## config.mk

```make
export PLATFORM = sky130hd
export DESIGN_NAME = ppg_pair_config
export DESIGN_NICKNAME = d
export VERILOG_FILES = /design/src/verilog/ppg_pkg.sv /design/src/verilog/ppg_pair_config.sv
export VERILOG_INCLUDE_DIRS = /design/src /design/src/verilog
export SDC_FILE = /design/constraint.sdc
export NUM_CORES = 1
export LEC_CHECK = 0
export ABC_AREA = 1
export BUFFER_PORTS_ARGS = -buffer_cell sky130_fd_sc_hd__buf_2
export CORE_MARGIN = 4
export CORE_UTILIZATION = 60
export DETAILED_ROUTE_END_ITERATION = 12
export HOLD_SLACK_MARGIN = 0.03
export PLACE_DENSITY_LB_ADDON = 0.3
export SETUP_SLACK_MARGIN = 0.05
export SLEW_MARGIN = 20
export SYNTH_ARGS = -nofsm -noshare
export SYNTH_HDL_FRONTEND = slang
export SYNTH_SLANG_ARGS = --single-unit
export TNS_END_PERCENT = 10
```

## constraint.sdc

```tcl
create_clock -name clock -period 3.1 [get_ports clock]
set_input_delay 0 -clock clock [delete_from_list [all_inputs] [get_ports clock]]
set_output_delay 0 -clock clock [all_outputs]
set_load 0.01 [all_outputs]
```

## src/verilog/ppg_defines.svh

```systemverilog
// Contract
// Shared base, paired modes: phase shifts both
// Shared base, independent mode: phase low only
// Local base: phase register is period; code keeps high output on master period in independent mode
// Pulse width clamped 0x0008 to period-0x0008
// Secondary phase used only independent mode
// Dead-time registers 14 bits, top zero
// Divider N outputs every N+1 event
// Dual-trigger bit merges secondary into primary
// Start delay waits N PWM cycles
// Secondary trigger never raises interrupt
// Ownership bit selects PWM or GPIO
// Polarity bit makes pin active-low
// Mode field encodes four pair modes
// Override enable drives pin from data
// Normal fault forces fault state bits
// Independent fault: limit high, fault low
// Normal limit forces limit state bits
// Forced states pass through polarity
// Swap bit exchanges high and low
// Software changes modes only while disabled
// Time base select picks local period; in independent mode code picks it for low output only
// Override sync applies data at boundary
`ifndef PPG_DEFINES_SVH
`define PPG_DEFINES_SVH
`define PPG_A_PHASE     3'h0
`define PPG_A_SPHASE    3'h1
`define PPG_A_DT        3'h2
`define PPG_A_ALTDT     3'h3
`define PPG_A_TRIG      3'h4
`define PPG_A_IOCTL     3'h5
`define PPG_A_CTRL      3'h6
`define PPG_A_STAT      3'h7
`define PPG_DT_MASK     16'h3FFF
`define PPG_TRIG_MASK   16'hF0BF
`define PPG_MIN_PULSE   16'h0008
`define PPG_RESET_VAL   16'h0000
`define PPG_TG_DIV_HI   15
`define PPG_TG_DIV_LO   12
`define PPG_TG_DUAL     7
`define PPG_IO_HIGH_PIN_OWNER     15
`define PPG_IO_LOW_PIN_OWNER     14
`define PPG_IO_HIGH_PIN_POLARITY     13
`define PPG_IO_POLL     12
`define PPG_IO_MODE_HI  11
`define PPG_IO_MODE_LO  10
`define PPG_IO_OVH      9
`define PPG_IO_OVL      8
`define PPG_IO_OVD_HI   7
`define PPG_IO_OVD_LO   6
`define PPG_IO_FLT_HI   5
`define PPG_IO_FLT_LO   4
`define PPG_IO_CL_HI    3
`define PPG_IO_CL_LO    2
`define PPG_IO_SWAP     1
`define PPG_IO_OVERRIDE_SYNC    0
`define PPG_CT_EN       0
`define PPG_CT_ITB      1
`define PPG_CT_IFLT     2
`define PPG_CT_TRGIE    3
`endif

```

## src/verilog/ppg_pkg.sv

```systemverilog
package ppg_pkg;
    typedef enum logic [1:0] {
        PPG_COMPL  = 2'b00,
        PPG_REDUND = 2'b01,
        PPG_PUSHPL = 2'b10,
        PPG_INDEP  = 2'b11
    } ppg_mode_t;
    typedef enum logic [0:0] {
        PPG_WAIT = 1'b0,
        PPG_RUN  = 1'b1
    } ppg_tstate_t;
    typedef struct packed {
        logic [15:0] phase;
        logic [15:0] sphase;
        logic [15:0] dtPri;
        logic [15:0] dtAlt;
        logic [15:0] trig;
        logic [15:0] ioctl;
        logic [3:0]  ctrl;
        logic [1:0]  ovdActive;
        logic [15:0] rdata;
        ppg_tstate_t tstate;
        logic [5:0]  startCnt;
        logic [3:0]  priCnt;
        logic [3:0]  secCnt;
        logic        trigPri;
        logic        trigSec;
        logic        trigIrq;
        logic        pinH;
        logic        pinL;
        logic        ownH;
        logic        ownL;
        logic [15:0] hPhase;
        logic [15:0] lPhase;
        logic [15:0] hPeriod;
        logic [15:0] lPeriod;
        logic        hLocal;
        logic        lLocal;
        logic [15:0] dutyMin;
        logic [15:0] dutyMaxH;
    } ppg_state_t;
endpackage

```

## src/verilog/ppg_pair_config.sv

```systemverilog
`timescale 1ns/1ps
`default_nettype none
`include "ppg_defines.svh"
module ppg_pair_config
    import ppg_pkg::*;
(
    input  wire logic        clock,
    input  wire logic        arst_n,
    input  wire logic [2:0]  regAddr,
    input  wire logic [15:0] regWdata,
    input  wire logic        regWrite,
    input  wire logic        regRead,
    output var  logic [15:0] regRdata,
    input  wire logic [15:0] masterPeriod,
    input  wire logic        cycleStart,
    input  wire logic        priEvent,
    input  wire logic        secEvent,
    input  wire logic        genHigh,
    input  wire logic        genLow,
    input  wire logic        faultActive,
    input  wire logic        limitActive,
    output var  logic        trigPrimary,
    output var  logic        trigSecondary,
    output var  logic        trigIrqReq,
    output var  logic        highOutput,
    output var  logic        lowOutput,
    output var  logic        highOwnedByPwm,
    output var  logic        lowOwnedByPwm,
    output var  logic [15:0] highPhase,
    output var  logic [15:0] lowPhase,
    output var  logic [15:0] highPeriod,
    output var  logic [15:0] lowPeriod,
    output var  logic        highLocalBase,
    output var  logic        lowLocalBase,
    output var  logic [15:0] minPulse,
    output var  logic [15:0] maxPulse
);

    ppg_state_t st_reg;
    ppg_state_t st_next;

    //------------------------------------------------------------
    // Helpers
    //------------------------------------------------------------

    // Divider match: count reaches field value
    function automatic logic divHit(input logic [3:0] cnt,
                                    input logic [3:0] div);
        divHit = (cnt == div);
    endfunction

    // Next divider count, wrapping after the field value
    function automatic logic [3:0] divStep(input logic [3:0] cnt,
                                           input logic [3:0] div);
        divStep = (cnt == div) ? 4'h0 : cnt + 4'h1;
    endfunction

    // Forced level as active/inactive then polarity applied
    function automatic logic polar(input logic lvl,
                                   input logic pol);
        polar = lvl ^ pol;
    endfunction

    //------------------------------------------------------------
    // Next state
    //------------------------------------------------------------

    logic [3:0]  divN;
    logic        dual;
    logic        enable;
    logic        independent_time_base_select;
    logic        ifltMode;
    ppg_mode_t   mode;
    logic        sigH;
    logic        sigL;
    logic        actH;
    logic        actL;
    logic        high_pin_polarity;
    logic        polL;
    logic        priOk;
    logic        secOk;

    always_comb
    begin
        st_next  = st_reg;

        // Fields decoded from the configuration words
        divN     = st_reg.trig[`PPG_TG_DIV_HI:`PPG_TG_DIV_LO];
        dual     = st_reg.trig[`PPG_TG_DUAL];
        enable   = st_reg.ctrl[`PPG_CT_EN];
        independent_time_base_select      = st_reg.ctrl[`PPG_CT_ITB];
        ifltMode = st_reg.ctrl[`PPG_CT_IFLT];
        mode     = ppg_mode_t'(
            st_reg.ioctl[`PPG_IO_MODE_HI:`PPG_IO_MODE_LO]);
        high_pin_polarity     = st_reg.ioctl[`PPG_IO_HIGH_PIN_POLARITY];
        polL     = st_reg.ioctl[`PPG_IO_POLL];
        priOk    = 1'b0;
        secOk    = 1'b0;

        // Register writes; reserved bits kept at zero
        if (regWrite)
        begin
            case (regAddr)
                `PPG_A_PHASE:  st_next.phase  = regWdata;
                `PPG_A_SPHASE: st_next.sphase = regWdata;
                `PPG_A_DT:     st_next.dtPri  = regWdata & `PPG_DT_MASK;
                `PPG_A_ALTDT:  st_next.dtAlt  = regWdata & `PPG_DT_MASK;
                `PPG_A_TRIG:   st_next.trig   = regWdata & `PPG_TRIG_MASK;
                `PPG_A_IOCTL:  st_next.ioctl  = regWdata;
                `PPG_A_CTRL:   st_next.ctrl   = regWdata[3:0];
                default:       st_next.ctrl   = st_reg.ctrl;
            endcase
        end

        // Read data, valid in the cycle after the strobe
        st_next.rdata = 16'h0000;
        if (regRead)
        begin
            case (regAddr)
                `PPG_A_PHASE:  st_next.rdata = st_reg.phase;
                `PPG_A_SPHASE: st_next.rdata = st_reg.sphase;
                `PPG_A_DT:     st_next.rdata = st_reg.dtPri;
                `PPG_A_ALTDT:  st_next.rdata = st_reg.dtAlt;
                `PPG_A_TRIG:   st_next.rdata = st_reg.trig;
                `PPG_A_IOCTL:  st_next.rdata = st_reg.ioctl;
                `PPG_A_CTRL:   st_next.rdata = {12'h000, st_reg.ctrl};
                `PPG_A_STAT:   st_next.rdata = {10'h000, st_reg.startCnt};
                default:       st_next.rdata = 16'h0000;
            endcase
        end

        // Override data: immediate, or held until cycle boundary
        if (!st_reg.ioctl[`PPG_IO_OVERRIDE_SYNC] || cycleStart)
        begin
            st_next.ovdActive =
                st_reg.ioctl[`PPG_IO_OVD_HI:`PPG_IO_OVD_LO];
        end

        // Trigger start delay and postscalers
        st_next.trigPri = 1'b0;
        st_next.trigSec = 1'b0;
        st_next.trigIrq = 1'b0;
        if (!enable)
        begin
            st_next.tstate   = PPG_WAIT;
            st_next.startCnt = st_reg.trig[5:0];
            st_next.priCnt   = 4'h0;
            st_next.secCnt   = 4'h0;
        end
        else
        begin
            case (st_reg.tstate)
                PPG_WAIT:
                begin
                    if (st_reg.startCnt == 6'h00)
                    begin
                        st_next.tstate = PPG_RUN;
                    end
                    else if (cycleStart)
                    begin
                        st_next.startCnt = st_reg.startCnt - 6'h01;
                    end
                end
                PPG_RUN:
                begin
                    if (priEvent)
                    begin
                        priOk = divHit(st_reg.priCnt, divN);
                        st_next.priCnt = divStep(st_reg.priCnt, divN);
                    end
                    if (secEvent)
                    begin
                        secOk = divHit(st_reg.secCnt, divN);
                        st_next.secCnt = divStep(st_reg.secCnt, divN);
                    end

                    // Merge the streams or keep two separate triggers
                    if (dual)
                    begin
                        st_next.trigPri = priOk | secOk;
                    end
                    else
                    begin
                        st_next.trigPri = priOk;
                        st_next.trigSec = secOk;
                    end

                    // Only primary events may ask for the interrupt
                    st_next.trigIrq = priOk
                        & st_reg.ctrl[`PPG_CT_TRGIE];
                end
                default: st_next.tstate = PPG_WAIT;
            endcase
        end

        // Phase and period routing per base and mode
        st_next.hLocal = independent_time_base_select;
        st_next.lLocal = independent_time_base_select;
        if (!independent_time_base_select)
        begin
            st_next.hPeriod = masterPeriod;
            st_next.lPeriod = masterPeriod;
            if (mode == PPG_INDEP)
            begin
                st_next.hPhase = 16'h0000;
                st_next.lPhase = st_reg.phase;
            end
            else
            begin
                st_next.hPhase = st_reg.phase;
                st_next.lPhase = st_reg.phase;
            end
        end
        else
        begin
            st_next.hPhase = 16'h0000;
            st_next.lPhase = 16'h0000;
            st_next.lPeriod = st_reg.phase;
            if (mode == PPG_INDEP)
            begin
                st_next.hPeriod = masterPeriod;
                st_next.hLocal  = 1'b0;
                st_next.lPhase  = st_reg.sphase;
            end
            else
            begin
                st_next.hPeriod = st_reg.phase;
            end
        end

        // Upper pulse limit follows the high output's own period; lower is fixed
        st_next.dutyMin  = `PPG_MIN_PULSE;
        st_next.dutyMaxH = st_next.hPeriod - `PPG_MIN_PULSE;

        // Output stage: swap, override, forcing, then pin polarity
        sigH = genHigh;
        sigL = genLow;
        actH = 1'b0;
        actL = 1'b0;

        // Swap first, so every later step acts on the pins
        if (st_reg.ioctl[`PPG_IO_SWAP])
        begin
            sigH = genLow;
            sigL = genHigh;
        end

        // Override data per pin, as an active or inactive level
        if (st_reg.ioctl[`PPG_IO_OVH])
        begin
            sigH = st_reg.ovdActive[1];
        end
        if (st_reg.ioctl[`PPG_IO_OVL])
        begin
            sigL = st_reg.ovdActive[0];
        end

        // Fault and limit forcing take priority over override
        if (ifltMode)
        begin
            if (limitActive)
            begin
                sigH = st_reg.ioctl[`PPG_IO_FLT_HI];
            end
            if (faultActive)
            begin
                sigL = st_reg.ioctl[`PPG_IO_FLT_LO];
            end
        end
        else if (faultActive)
        begin
            sigH = st_reg.ioctl[`PPG_IO_FLT_HI];
            sigL = st_reg.ioctl[`PPG_IO_FLT_LO];
        end
        else if (limitActive)
        begin
            sigH = st_reg.ioctl[`PPG_IO_CL_HI];
            sigL = st_reg.ioctl[`PPG_IO_CL_LO];
        end

        // Pin polarity last, so forced states stay active levels
        actH = polar(sigH, high_pin_polarity);
        actL = polar(sigL, polL);
        st_next.pinH = actH;
        st_next.pinL = actL;

        // Pin ownership: PWM logic or general-purpose I/O
        st_next.ownH = st_reg.ioctl[`PPG_IO_HIGH_PIN_OWNER];
        st_next.ownL = st_reg.ioctl[`PPG_IO_LOW_PIN_OWNER];
    end

    //------------------------------------------------------------
    // State register
    //------------------------------------------------------------

    // All state cleared on power-on reset
    always_ff @(posedge clock or negedge arst_n)
    begin
        if (!arst_n)
        begin
            st_reg <= '0;
        end
        else
        begin
            st_reg <= st_next;
        end
    end

    //------------------------------------------------------------
    // Outputs
    //------------------------------------------------------------

    // Register port read data, straight from the state register
    assign regRdata       = st_reg.rdata;

    // Trigger pulses toward the converter and interrupt logic
    assign trigPrimary    = st_reg.trigPri;
    assign trigSecondary  = st_reg.trigSec;
    assign trigIrqReq     = st_reg.trigIrq;

    // Pin levels and pin ownership
    assign highOutput     = st_reg.pinH;
    assign lowOutput      = st_reg.pinL;
    assign highOwnedByPwm = st_reg.ownH;
    assign lowOwnedByPwm  = st_reg.ownL;

    // Phase, period and pulse limits for the generator
    assign highPhase      = st_reg.hPhase;
    assign lowPhase       = st_reg.lPhase;
    assign highPeriod     = st_reg.hPeriod;
    assign lowPeriod      = st_reg.lPeriod;
    assign highLocalBase  = st_reg.hLocal;
    assign lowLocalBase   = st_reg.lLocal;
    assign minPulse       = st_reg.dutyMin;
    assign maxPulse       = st_reg.dutyMaxH;

endmodule
`default_nettype wire

```

==> impl_metrics.json, run 1 <==
{
  "clock-sinks": 211,
  "netlist_area_um2": 10000,
  "tightest_slew_ps": 910,
  "place_hpwl_um": 16500,
  "fin_skew_ps": 9.46,
  "clk_latency_ps": 510,
  "initial_core_util_pct": 61.0,
  "slew_violations": 0,
  "critical_path_required_ps": 3480,
  "synth.avg_cell_area_um2": 8.98,
  "io_pins": 167,
  "first_iter_violations": 707,
  "worstSetupPathType": "reg -> reg",
  "netlist_instances": 1118,
  "postRouteWirelength_um": 23700,
  "grt_usage_pct": 25.5,
  "largest_reg_flops": 94,
  "max_cap_viol_count": 0,
  "final_layout_size_suffix_gt1_share_pct": 22.2,
  "ys_warn_count": 0,
  "dpl_cell_area_um2": 10100,
  "htreeDepth": 1,
  "final_core_util_pct": 68.7,
  "ys_types": 45,
  "arrival_ps": 2640,
  "critPathMaxFanout": 6,
  "insertedDiodeCount": 0,
  "ir_worst_vdd_v": 0.000449,
  "cts_tree": "built",
  "core_um2": 16500,
  "gp_congestion": 0.905,
  "vias_per_cell": 5.30,
  "setup_viol": 0,
  "die_area_um2": 18900,
  "synth_top_area_share_pct": 52.6,
  "num_rows": 47,
  "clkTransAtPathRegs_ps": 60,
  "finalHoldViolations": 0,
  "fin_crit_sh_pct": 73.0,
  "slew_headroom_pct": 39.2,
  "grt_start_max_net_pins": 100,
  "cts_buffers": 22,
  "die_y_um": 137,
  "ctsResizeCount": 0,
  "tns_ps": 0,
  "powerDensity_nw_per_um2": 727,
  "startpoint_type": "flip-flop",
  "worstHoldPathType": "in -> reg",
  "wl_per_cell_um": 16.4,
  "grt-ovfl-total": 0,
  "grt_pass1_wl_um": 37600,
  "synth_edf_count": 0,
  "vias": 7648,
  "ys_seq_area_share_pct": 52.6,
  "cts.path.max_buffers": 3,
  "fin_nets": 1259,
  "area_delta_synth_final_pct": 12.7,
  "async_flop_share_pct": 100,
  "end_kind": "flip-flop",
  "grt_pass1_vias": 7176,
  "fp.dieW_um": 137,
  "ys_ff_latch": 211,
  "first_pass_iters": 5,
  "status": "completed",
  "yosys.area.top_type": "dfrtp_1",
  "rsz0062_at_grt": "false",
  "final_common_cell": "nand2_1",
  "antenna_left": 0,
  "synthTopCellsByArea": "dfrtp_1, nand2_1, buf_4",
  "numPortBuffers": 151,
  "fin_area_um2": 11300,
  "fmax_ghz": 0.442,
  "layout_common_cells": "nand2_1, dfrtp_1, buf_2",
  "antenna_found_initial": 0,
  "period_minus_slack_ps": 2260,
  "p_leak_nw": 5.86,
  "synth_flop_cell": "dfrtp_1",
  "cts_root_buffer": "clkbuf_16",
  "drc": 0
}
path summary, 6_finish.rpt:
path / slack, ps / startpoint / cells after the start / to
setup / recovery: 840 / st_reg[143]$_DFFE_PN0P_ / 8 / lowOutput$_DFF_PN0_
hold / removal: 50 / regAddr[1] / 4 / regRdata[4]$_DFF_PN0_
setup reg to reg: 840 / st_reg[143]$_DFFE_PN0P_ / 8 / lowOutput$_DFF_PN0_
hold reg to reg: 460 / st_next[98]$_DFFE_PN0P_ / 0 / lowOwnedByPwm$_DFF_PN0_
max in group asynchronous: 2130 / arst_n / 3 / highOutput$_DFF_PN0_
min in group asynchronous: 130 / arst_n / 2 / maxPulse[6]$_DFF_PN0_
cells in the mapped netlist, types with 4 or more instances:
cell type and instances:
nand2_2 19, nand2_1 271, nand2_4 10, o21ai_1 39, nor2_4 4, o21ai_0 104, nor2_1 57, nand3_1 31
o21ai_2 21, nor2_2 4, o22ai_1 9, inv_1 96, clkbuf_1 4, nand3b_1 7, ha_1 5, a21oi_1 18
xor2_1 17, dfrtp_1 211, inv_2 8, nand4_1 7, buf_6 7, buf_4 115, o31ai_1 7, buf_2 20
power by group:
group	internal [mW]	switching, mW
sequential	3.28	0.354
combinational	0.649	1.11
clock	1.78	1.06
total	5.71	2.52
per-stage QoR:
stage	power, mW	instances	setup slack, ps	hold WS [ps]
2_1_floorplan	5.03	1132	1570	-296
3_3_place_gp	5.32	1362	1160	122
3_5_place_dp	5.37	1362	1090	126
4_1_cts	8.26	1444	866	35.4
5_1_grt	8.68	1444	670	66.6
6_report	8.23	1444	838	53.3
layout make-up:
| type | instances | area (µm²) |
|---|---|---|
| sequential | 211 | 5280 |
| fill | 1270 | 5150 |
| multi-input combinational | 664 | 3310 |
| timing repair buffer | 201 | 1240 |
| clock buffer | 31 | 646 |
| inverter | 108 | 414 |
| tap | 220 | 275 |
| clock inverter | 9 | 148 |
critical path, stage by stage (launching register included):
cell and delay [ps]:
dfrtp_1 470, o21ai_0 190, nand2_1 70, nand3_1 70
nand3b_1 100, nand3_1 80, dlygate4sd3_1 550, nand2_1 60
dlygate4sd3_1 550
per-layer routing:
metal	share of wire [%]	vias to the layer above	GRT usage [%]	wire length [µm]
met4	2.3	0	7.26	533
li1	-	3625	-	-
met3	8.2	42	4.78	1930
met2	46	320	40.5	10900
met5	0	-	0	0
met1	43	3661	36.2	10300
kinds of logic after synthesis:
| kind of cell | Yosys count | share of synthesized area [%] |
|---|---|---|
| simple gates | 418 | 18.4 |
| buf+inv | 257 | 15.0 |
| flops | 211 | 52.6 |
| compound gates | 207 | 11.8 |
| xor+xnor | 17 | 1.48 |
| fa+ha+maj | 5 | 0.623 |
| other cells | 2 | 0.0748 |
| mux | 1 | 0.112 |
what timing repair did:
action | in CTS | in global routing
endpoints found under the hold margin | 258 | 0
hold buffers | 42 | 0
setup buffers | 0 | 0
No activity file was read; power rests on OpenSTA's default activity.
==> run 2: changes to the inputs <==
CORE_UTILIZATION = 51   (was 60)
clock period = 2 ns   (was 3.1 ns; I/O delays follow)
==> run 2 against run 1 <==
Hold slack worse by 24 ps. Critical path depth unchanged. Flip-flop and latch count unchanged. Utilization down 10 points. Critical endpoint is now maxPulse[15]$_DFF_PN0_. Final area up 0.73%. Global-route usage down 3.6 points. Clock-buffer cell count up 4. Die area up 17%. Register-to-register slack worse by 580 ps. Highest routed layer unchanged. Fmax up 30%.
==> impl_metrics.json, run 2 (synthesis gave the netlist of run 1 again) <==
{
  "total_power_mw": 12.5,
  "period_minus_slack_ps": 1750,
  "cts.path.max_buffers": 3,
  "area_delta_synth_final_pct": 13.6,
  "crit_end": "maxPulse[15]$_DFF_PN0_",
  "io_pins": 167,
  "postCtsSetupBuffers": 0,
  "rr_worst_depth": 8,
  "max_cap_viol_count": 0,
  "status": "completed",
  "vias_per_cell": 5.01,
  "drc": 0,
  "pre_cts_ws_ps": 258,
  "tns_ps": 0,
  "antenna_found_initial": 0,
  "fin_nets": 1265,
  "stdcell_count": 1497,
  "antenna_left": 0,
  "critPathLaunch": "independent_time_base_select$_DFFE_PN0P_",
  "ir_worst_vdd_v": 0.000759,
  "arrival_ps": 2140,
  "first_iter_violations": 601,
  "first_pass_iters": 5,
  "powerDensity_nw_per_um2": 1100,
  "finalWorstSetupSlack_ps": 254,
  "clock-sinks": 211,
  "grt-ovfl-total": 0,
  "cts_root_buffer": "clkbuf_16",
  "final_layout_size_suffix_gt1_share_pct": 22.6,
  "grt_usage_pct": 21.9,
  "slew_violations": 0,
  "startpoint_type": "flip-flop",
  "grt_start_max_net_pins": 68,
  "die_area_um2": 22000,
  "end_kind": "flip-flop",
  "numPortBuffers": 151,
  "worstHoldPathType": "in -> async",
  "postRouteWirelength_um": 24000,
  "core_um2": 19400,
  "wl_per_cell_um": 16.1,
  "tightest_slew_ps": 677,
  "slew_headroom_pct": 54.7,
  "dp.cells": 1413,
  "p_leak_nw": 5.87,
  "setup_viol": 0,
  "critPathMaxFanout": 29,
  "finalHoldViolations": 0,
  "fin_crit_sh_pct": 87.3,
  "critical_path_required_ps": 2400,
  "initial_core_util_pct": 51.8,
  "grt_pass1_wl_um": 38600,
  "num_rows": 51,
  "gp_congestion": 0.908,
  "place_hpwl_um": 17300,
  "largest_reg_flops": 94,
  "clkTransAtPathRegs_ps": 60,
  "worstSetupPathType": "reg -> reg",
  "final_common_cell": "nand2_1",
  "fmax_ghz": 0.573,
  "vias": 7504,
  "htreeDepth": 1,
  "rr_endpoint": "maxPulse[15]$_DFF_PN0_",
  "r2r_slack_ps": 250,
  "fin_skew_ps": 19.5,
  "rsz0062_at_grt": "false",
  "layout_common_cells": "nand2_1, dfrtp_1, buf_2",
  "cts_buffers": 23,
  "clk_latency_ps": 510,
  "fp.dieW_um": 148,
  "r2r-start": "independent_time_base_select$_DFFE_PN0P_",
  "grt_pass1_vias": 7294,
  "die_y_um": 148,
  "cts_tree": "built"
}
## run 2: metrics by stage
stage,cell area [µm²],hold WS (ps),util (%)
after floorplan,10100,-296,-
after global placement,10200,2.37,52.7
after detailed placement,10200,7.32,52.7
after CTS,11400,38.5,58.7
after global routing,11400,66.3,58.8
final,11400,29.6,58.8
## run 2: routing by layer
layer / vias to the layer above / global-route usage, % / routed length, µm
met1: 3565 / 31.2 / 10800
met5: - / 0 / 0
met4: 0 / 5.45 / 514
met3: 40 / 3.63 / 1570
met2: 270 / 35.4 / 11100
li1: 3629 / - / -
## run 2: worst min-delay path by stage
stage / depth (start not counted) / end / slack, ps
floorplan: 0 / divN[0]$_DFFE_PN0P_ / -300
global placement: 1 / st_reg[106]$_DFFE_PN0P_ / 2
detailed placement: 1 / trigSecondary$_DFF_PN0_ / 7
CTS: 2 / st_reg[237]$_DFFE_PN0P_ / 40
global route: 2 / trigIrqReq$_DFF_PN0_ / 70
finish: 2 / st_reg[105]$_DFFE_PN0P_ / 30
## run 2: layout make-up
| class | instances | area [µm²] |
|---|---|---|
| inverters | 108 | 414 |
| repair buffers | 206 | 1310 |
| multi-input cells | 664 | 3320 |
| clock inverters | 7 | 67.6 |
| clock buffers | 35 | 681 |
| flip-flops and latches | 211 | 5280 |
| well taps | 265 | 332 |
| diodes | 1 | 2.50 |
| fillers | 1676 | 8000 |
## run 2: critical path, stage by stage, from the launching register on
cell     delay, ps
dfrtp_1        590
buf_4          350
nand3_1        100
nand2_1        170
nand2_1         80
nor2_1         150
nand3_1        100
nand2_1         60
nand2_1         40
## run 2: power breakdown
part / internal [mW] / switching, mW
combinational: 1.04 / 1.77
clock: 2.48 / 1.64
sequential: 5.08 / 0.515
total: 8.59 / 3.92
## run 2: what timing repair did
item,in CTS,in global routing
gates resized for setup,0,1
hold buffers,41,0
endpoints found under the setup margin,0,1
endpoints found under the hold margin,375,0
==> run 3: changes to the inputs <==
ABC_AREA = default   (was 1)
==> run 3 against run 2 <==
Combinational power grew 8.2%. Sequential power grew 4.3%. Clock skew shrank 10 ps. Routed wire length is essentially flat. Non-clock buffer count grew 17. Via count shrank 11%. Final cell count shrank 16%. Critical path type unchanged. Highest routed layer unchanged.
==> impl_metrics.json, run 3 <==
{
  "vias_per_cell": 5.35,
  "async_flop_share_pct": 100,
  "grt_start_max_net_pins": 61,
  "arrival_ps": 2250,
  "end_kind": "flip-flop",
  "final_layout_size_suffix_gt1_share_pct": 34.0,
  "num_rows": 50,
  "htreeDepth": 1,
  "ir_worst_vdd_v": 0.000616,
  "critical_path_required_ps": 2420,
  "cts.path.max_buffers": 3,
  "insertedDiodeCount": 0,
  "synthTopCellsByArea": "dfrtp_1, mux2_2, buf_4",
  "cts_root_buffer": "clkbuf_16",
  "max_cap_viol_count": 0,
  "nFillCells": 1596,
  "antenna_left": 0,
  "dp.cells": 1170,
  "finalHoldViolations": 0,
  "die_area_um2": 21900,
  "first_iter_violations": 437,
  "ys_warn_count": 0,
  "postCtsSetupBuffers": 0,
  "fin_nets": 1027,
  "clk_latency_ps": 500,
  "place_hpwl_um": 16900,
  "first_pass_iters": 4,
  "area_delta_synth_final_pct": 15.3,
  "fin_crit_sh_pct": 91.4,
  "core_um2": 19000,
  "numPortBuffers": 151,
  "grt_usage_pct": 21.9,
  "netlist_instances": 864,
  "grt-ovfl-total": 0,
  "layout_common_cells": "dfrtp_1, buf_2, mux2_2",
  "drc": 0,
  "p_comb_share_pct": 23.2,
  "io_pins": 167,
  "synth_top_area_share_pct": 52.8,
  "status": "completed",
  "p_sw_mw": 3.93,
  "grt_pass1_wl_um": 38400,
  "stdcell_count": 1251,
  "slew_headroom_pct": 61.2,
  "critPathSlowestCell": "dfrtp_1",
  "ys_seq_area_share_pct": 52.8,
  "p_seq_share_pct": 44.7,
  "postRouteWirelength_um": 24000,
  "clock-sinks": 211,
  "powerDensity_nw_per_um2": 1130,
  "critPathMaxStageDelay_ps": 440,
  "critPathMaxFanout": 7,
  "fin_skew_ps": 9.05,
  "rsz0062_at_grt": "false",
  "yosys.area.top_type": "dfrtp_1",
  "worstSetupPathType": "reg -> reg",
  "netlist_area_um2": 10000,
  "sw_frac_of_total_pct": 30.1,
  "ys_types": 66,
  "fmax_ghz": 0.547,
  "worstHoldPathType": "in -> reg",
  "synth.most_common_cell": "dfrtp_1",
  "grt_pass1_vias": 6914,
  "setup_viol": 0,
  "synth_flop_cell": "dfrtp_1",
  "synth.cells.most_frequent": "dfrtp_1, buf_4, mux2_2, nand2_1, o21ai_0",
  "p_leak_nw": 5.45,
  "slew_violations": 0,
  "tightest_slew_ps": 577,
  "largest_reg_flops": 94,
  "cts_buffers": 23,
  "clkTransAtPathRegs_ps": 60,
  "synth_edf_count": 0,
  "worst-path-buf-inv": 0,
  "cpLargestDelayFamily": "compound AO/OA/AOI/OAI gates",
  "total_power_mw": 13.0,
  "period_minus_slack_ps": 1830,
  "fp.dieW_um": 148,
  "pre_cts_ws_ps": 229,
  "startpoint_type": "flip-flop",
  "antenna_found_initial": 0,
  "p_int_mw": 9.12,
  "finalWorstSetupSlack_ps": 172,
  "tns_ps": 0,
  "gp_congestion": 0.898,
  "pwr-share-clk_pct": 32.1,
  "ys_ff_latch": 211,
  "die_y_um": 148,
  "final_common_cell": "dfrtp_1",
  "cts_tree": "built",
  "vias": 6687,
  "wl_per_cell_um": 19.2,
  "synth.avg_cell_area_um2": 11.6,
  "crit_chain": "a21bo_4 > a21oi_2 > ha_4 > nand4b_1 > a211oi_2 > xor2_1",
  "initial_core_util_pct": 52.6
}
run 3: changes by cell type after synthesis, sizes merged, moves of 21 or more:
| cell | before | now |
|---|---|---|
| nand2 | 300 | 71 |
| mux2 | 1 | 97 |
| o21ai | 164 | 72 |
| inv | 106 | 33 |
| nor2 | 65 | 20 |
| mux2i | 0 | 24 |
| nand3 | 33 | 11 |
| and2 | 0 | 21 |
run 3: per-stage QoR:
| step | util, % | cell area, µm² | hold WS (ps) |
|---|---|---|---|
| finish | 60.6 | 11500 | 41.1 |
| global route | 60.6 | 11500 | 35.9 |
| CTS | 60.6 | 11500 | 30.2 |
| detailed placement | 54.5 | 10400 | 27.7 |
| global placement | 54.5 | 10400 | 22.2 |
| floorplan | - | 10100 | -296 |
run 3: what timing repair did:
action                                 CTS  global route
hold buffers                            41             0
endpoints found under the hold margin  376             0
gates resized for setup                  0             0
run 3: cells by family (layout without fill, tap and decap cells):
logic type / after synthesis / in the layout / synth area share [%]
xor+xnor: 26 / 26 / 2.28
compound gates: 143 / 143 / 8.96
mux: 124 / 124 / 14.6
simple gates: 170 / 170 / 8.62
flops: 211 / 211 / 52.8
other cells: 2 / 16 / 0.0751
fa+ha+maj: 5 / 5 / 0.626
buf+inv: 183 / 296 / 12.0
run 3: final timing paths:
kind	startpoint	cells after the start	slack [ps]	endpoint
hold / removal	regWrite	3	40	st_next[98]$_DFFE_PN0P_
max in group asynchronous	arst_n	3	1250	regRdata[6]$_DFF_PN0_
hold reg to reg	st_next[98]$_DFFE_PN0P_	0	400	lowOwnedByPwm$_DFF_PN0_
setup / recovery	mode[0]$_DFFE_PN0P_	6	170	maxPulse[15]$_DFF_PN0_
min in group asynchronous	arst_n	2	50	trigPrimary$_DFF_PN0_
setup reg to reg	mode[0]$_DFFE_PN0P_	6	170	maxPulse[15]$_DFF_PN0_
run 3: power by group through the flow:
stage          sequential, mW  combinational [mW]  clock, mW
6_report                 5.83                3.03       4.18
5_1_grt                  5.95                3.32       4.44
4_1_cts                  5.82                3.05       4.24
3_5_place_dp             5.88                2.96          0
3_3_place_gp             5.87                2.92          0
2_1_floorplan            5.68                2.52          0
run 3: metal layers:
| layer | wire, µm | global-route usage (%) |
|---|---|---|
| met5 | 0 | 0 |
| met4 | 497 | 5.91 |
| met3 | 1570 | 3.92 |
| met2 | 11100 | 35.1 |
| met1 | 10900 | 31.2 |
run 3: worst reg2reg max path, stage by stage, from the launching register on:
cell and delay (ps):
dfrtp_1 440, a21bo_4 300, a21oi_2 230, ha_4 220, nand4b_1 130, a211oi_2 280
xor2_1 160
run 3: final cells by class:
class,count,area [µm²],share of cell area (%)
repair buffers,223,1450,12.5
well taps,260,325,2.82
flip-flops and latches,211,5280,45.8
clock buffers,32,679,5.89
multi-input cells,484,3590,31.2
clock inverters,8,73.8,0.640
inverters,33,131,1.14
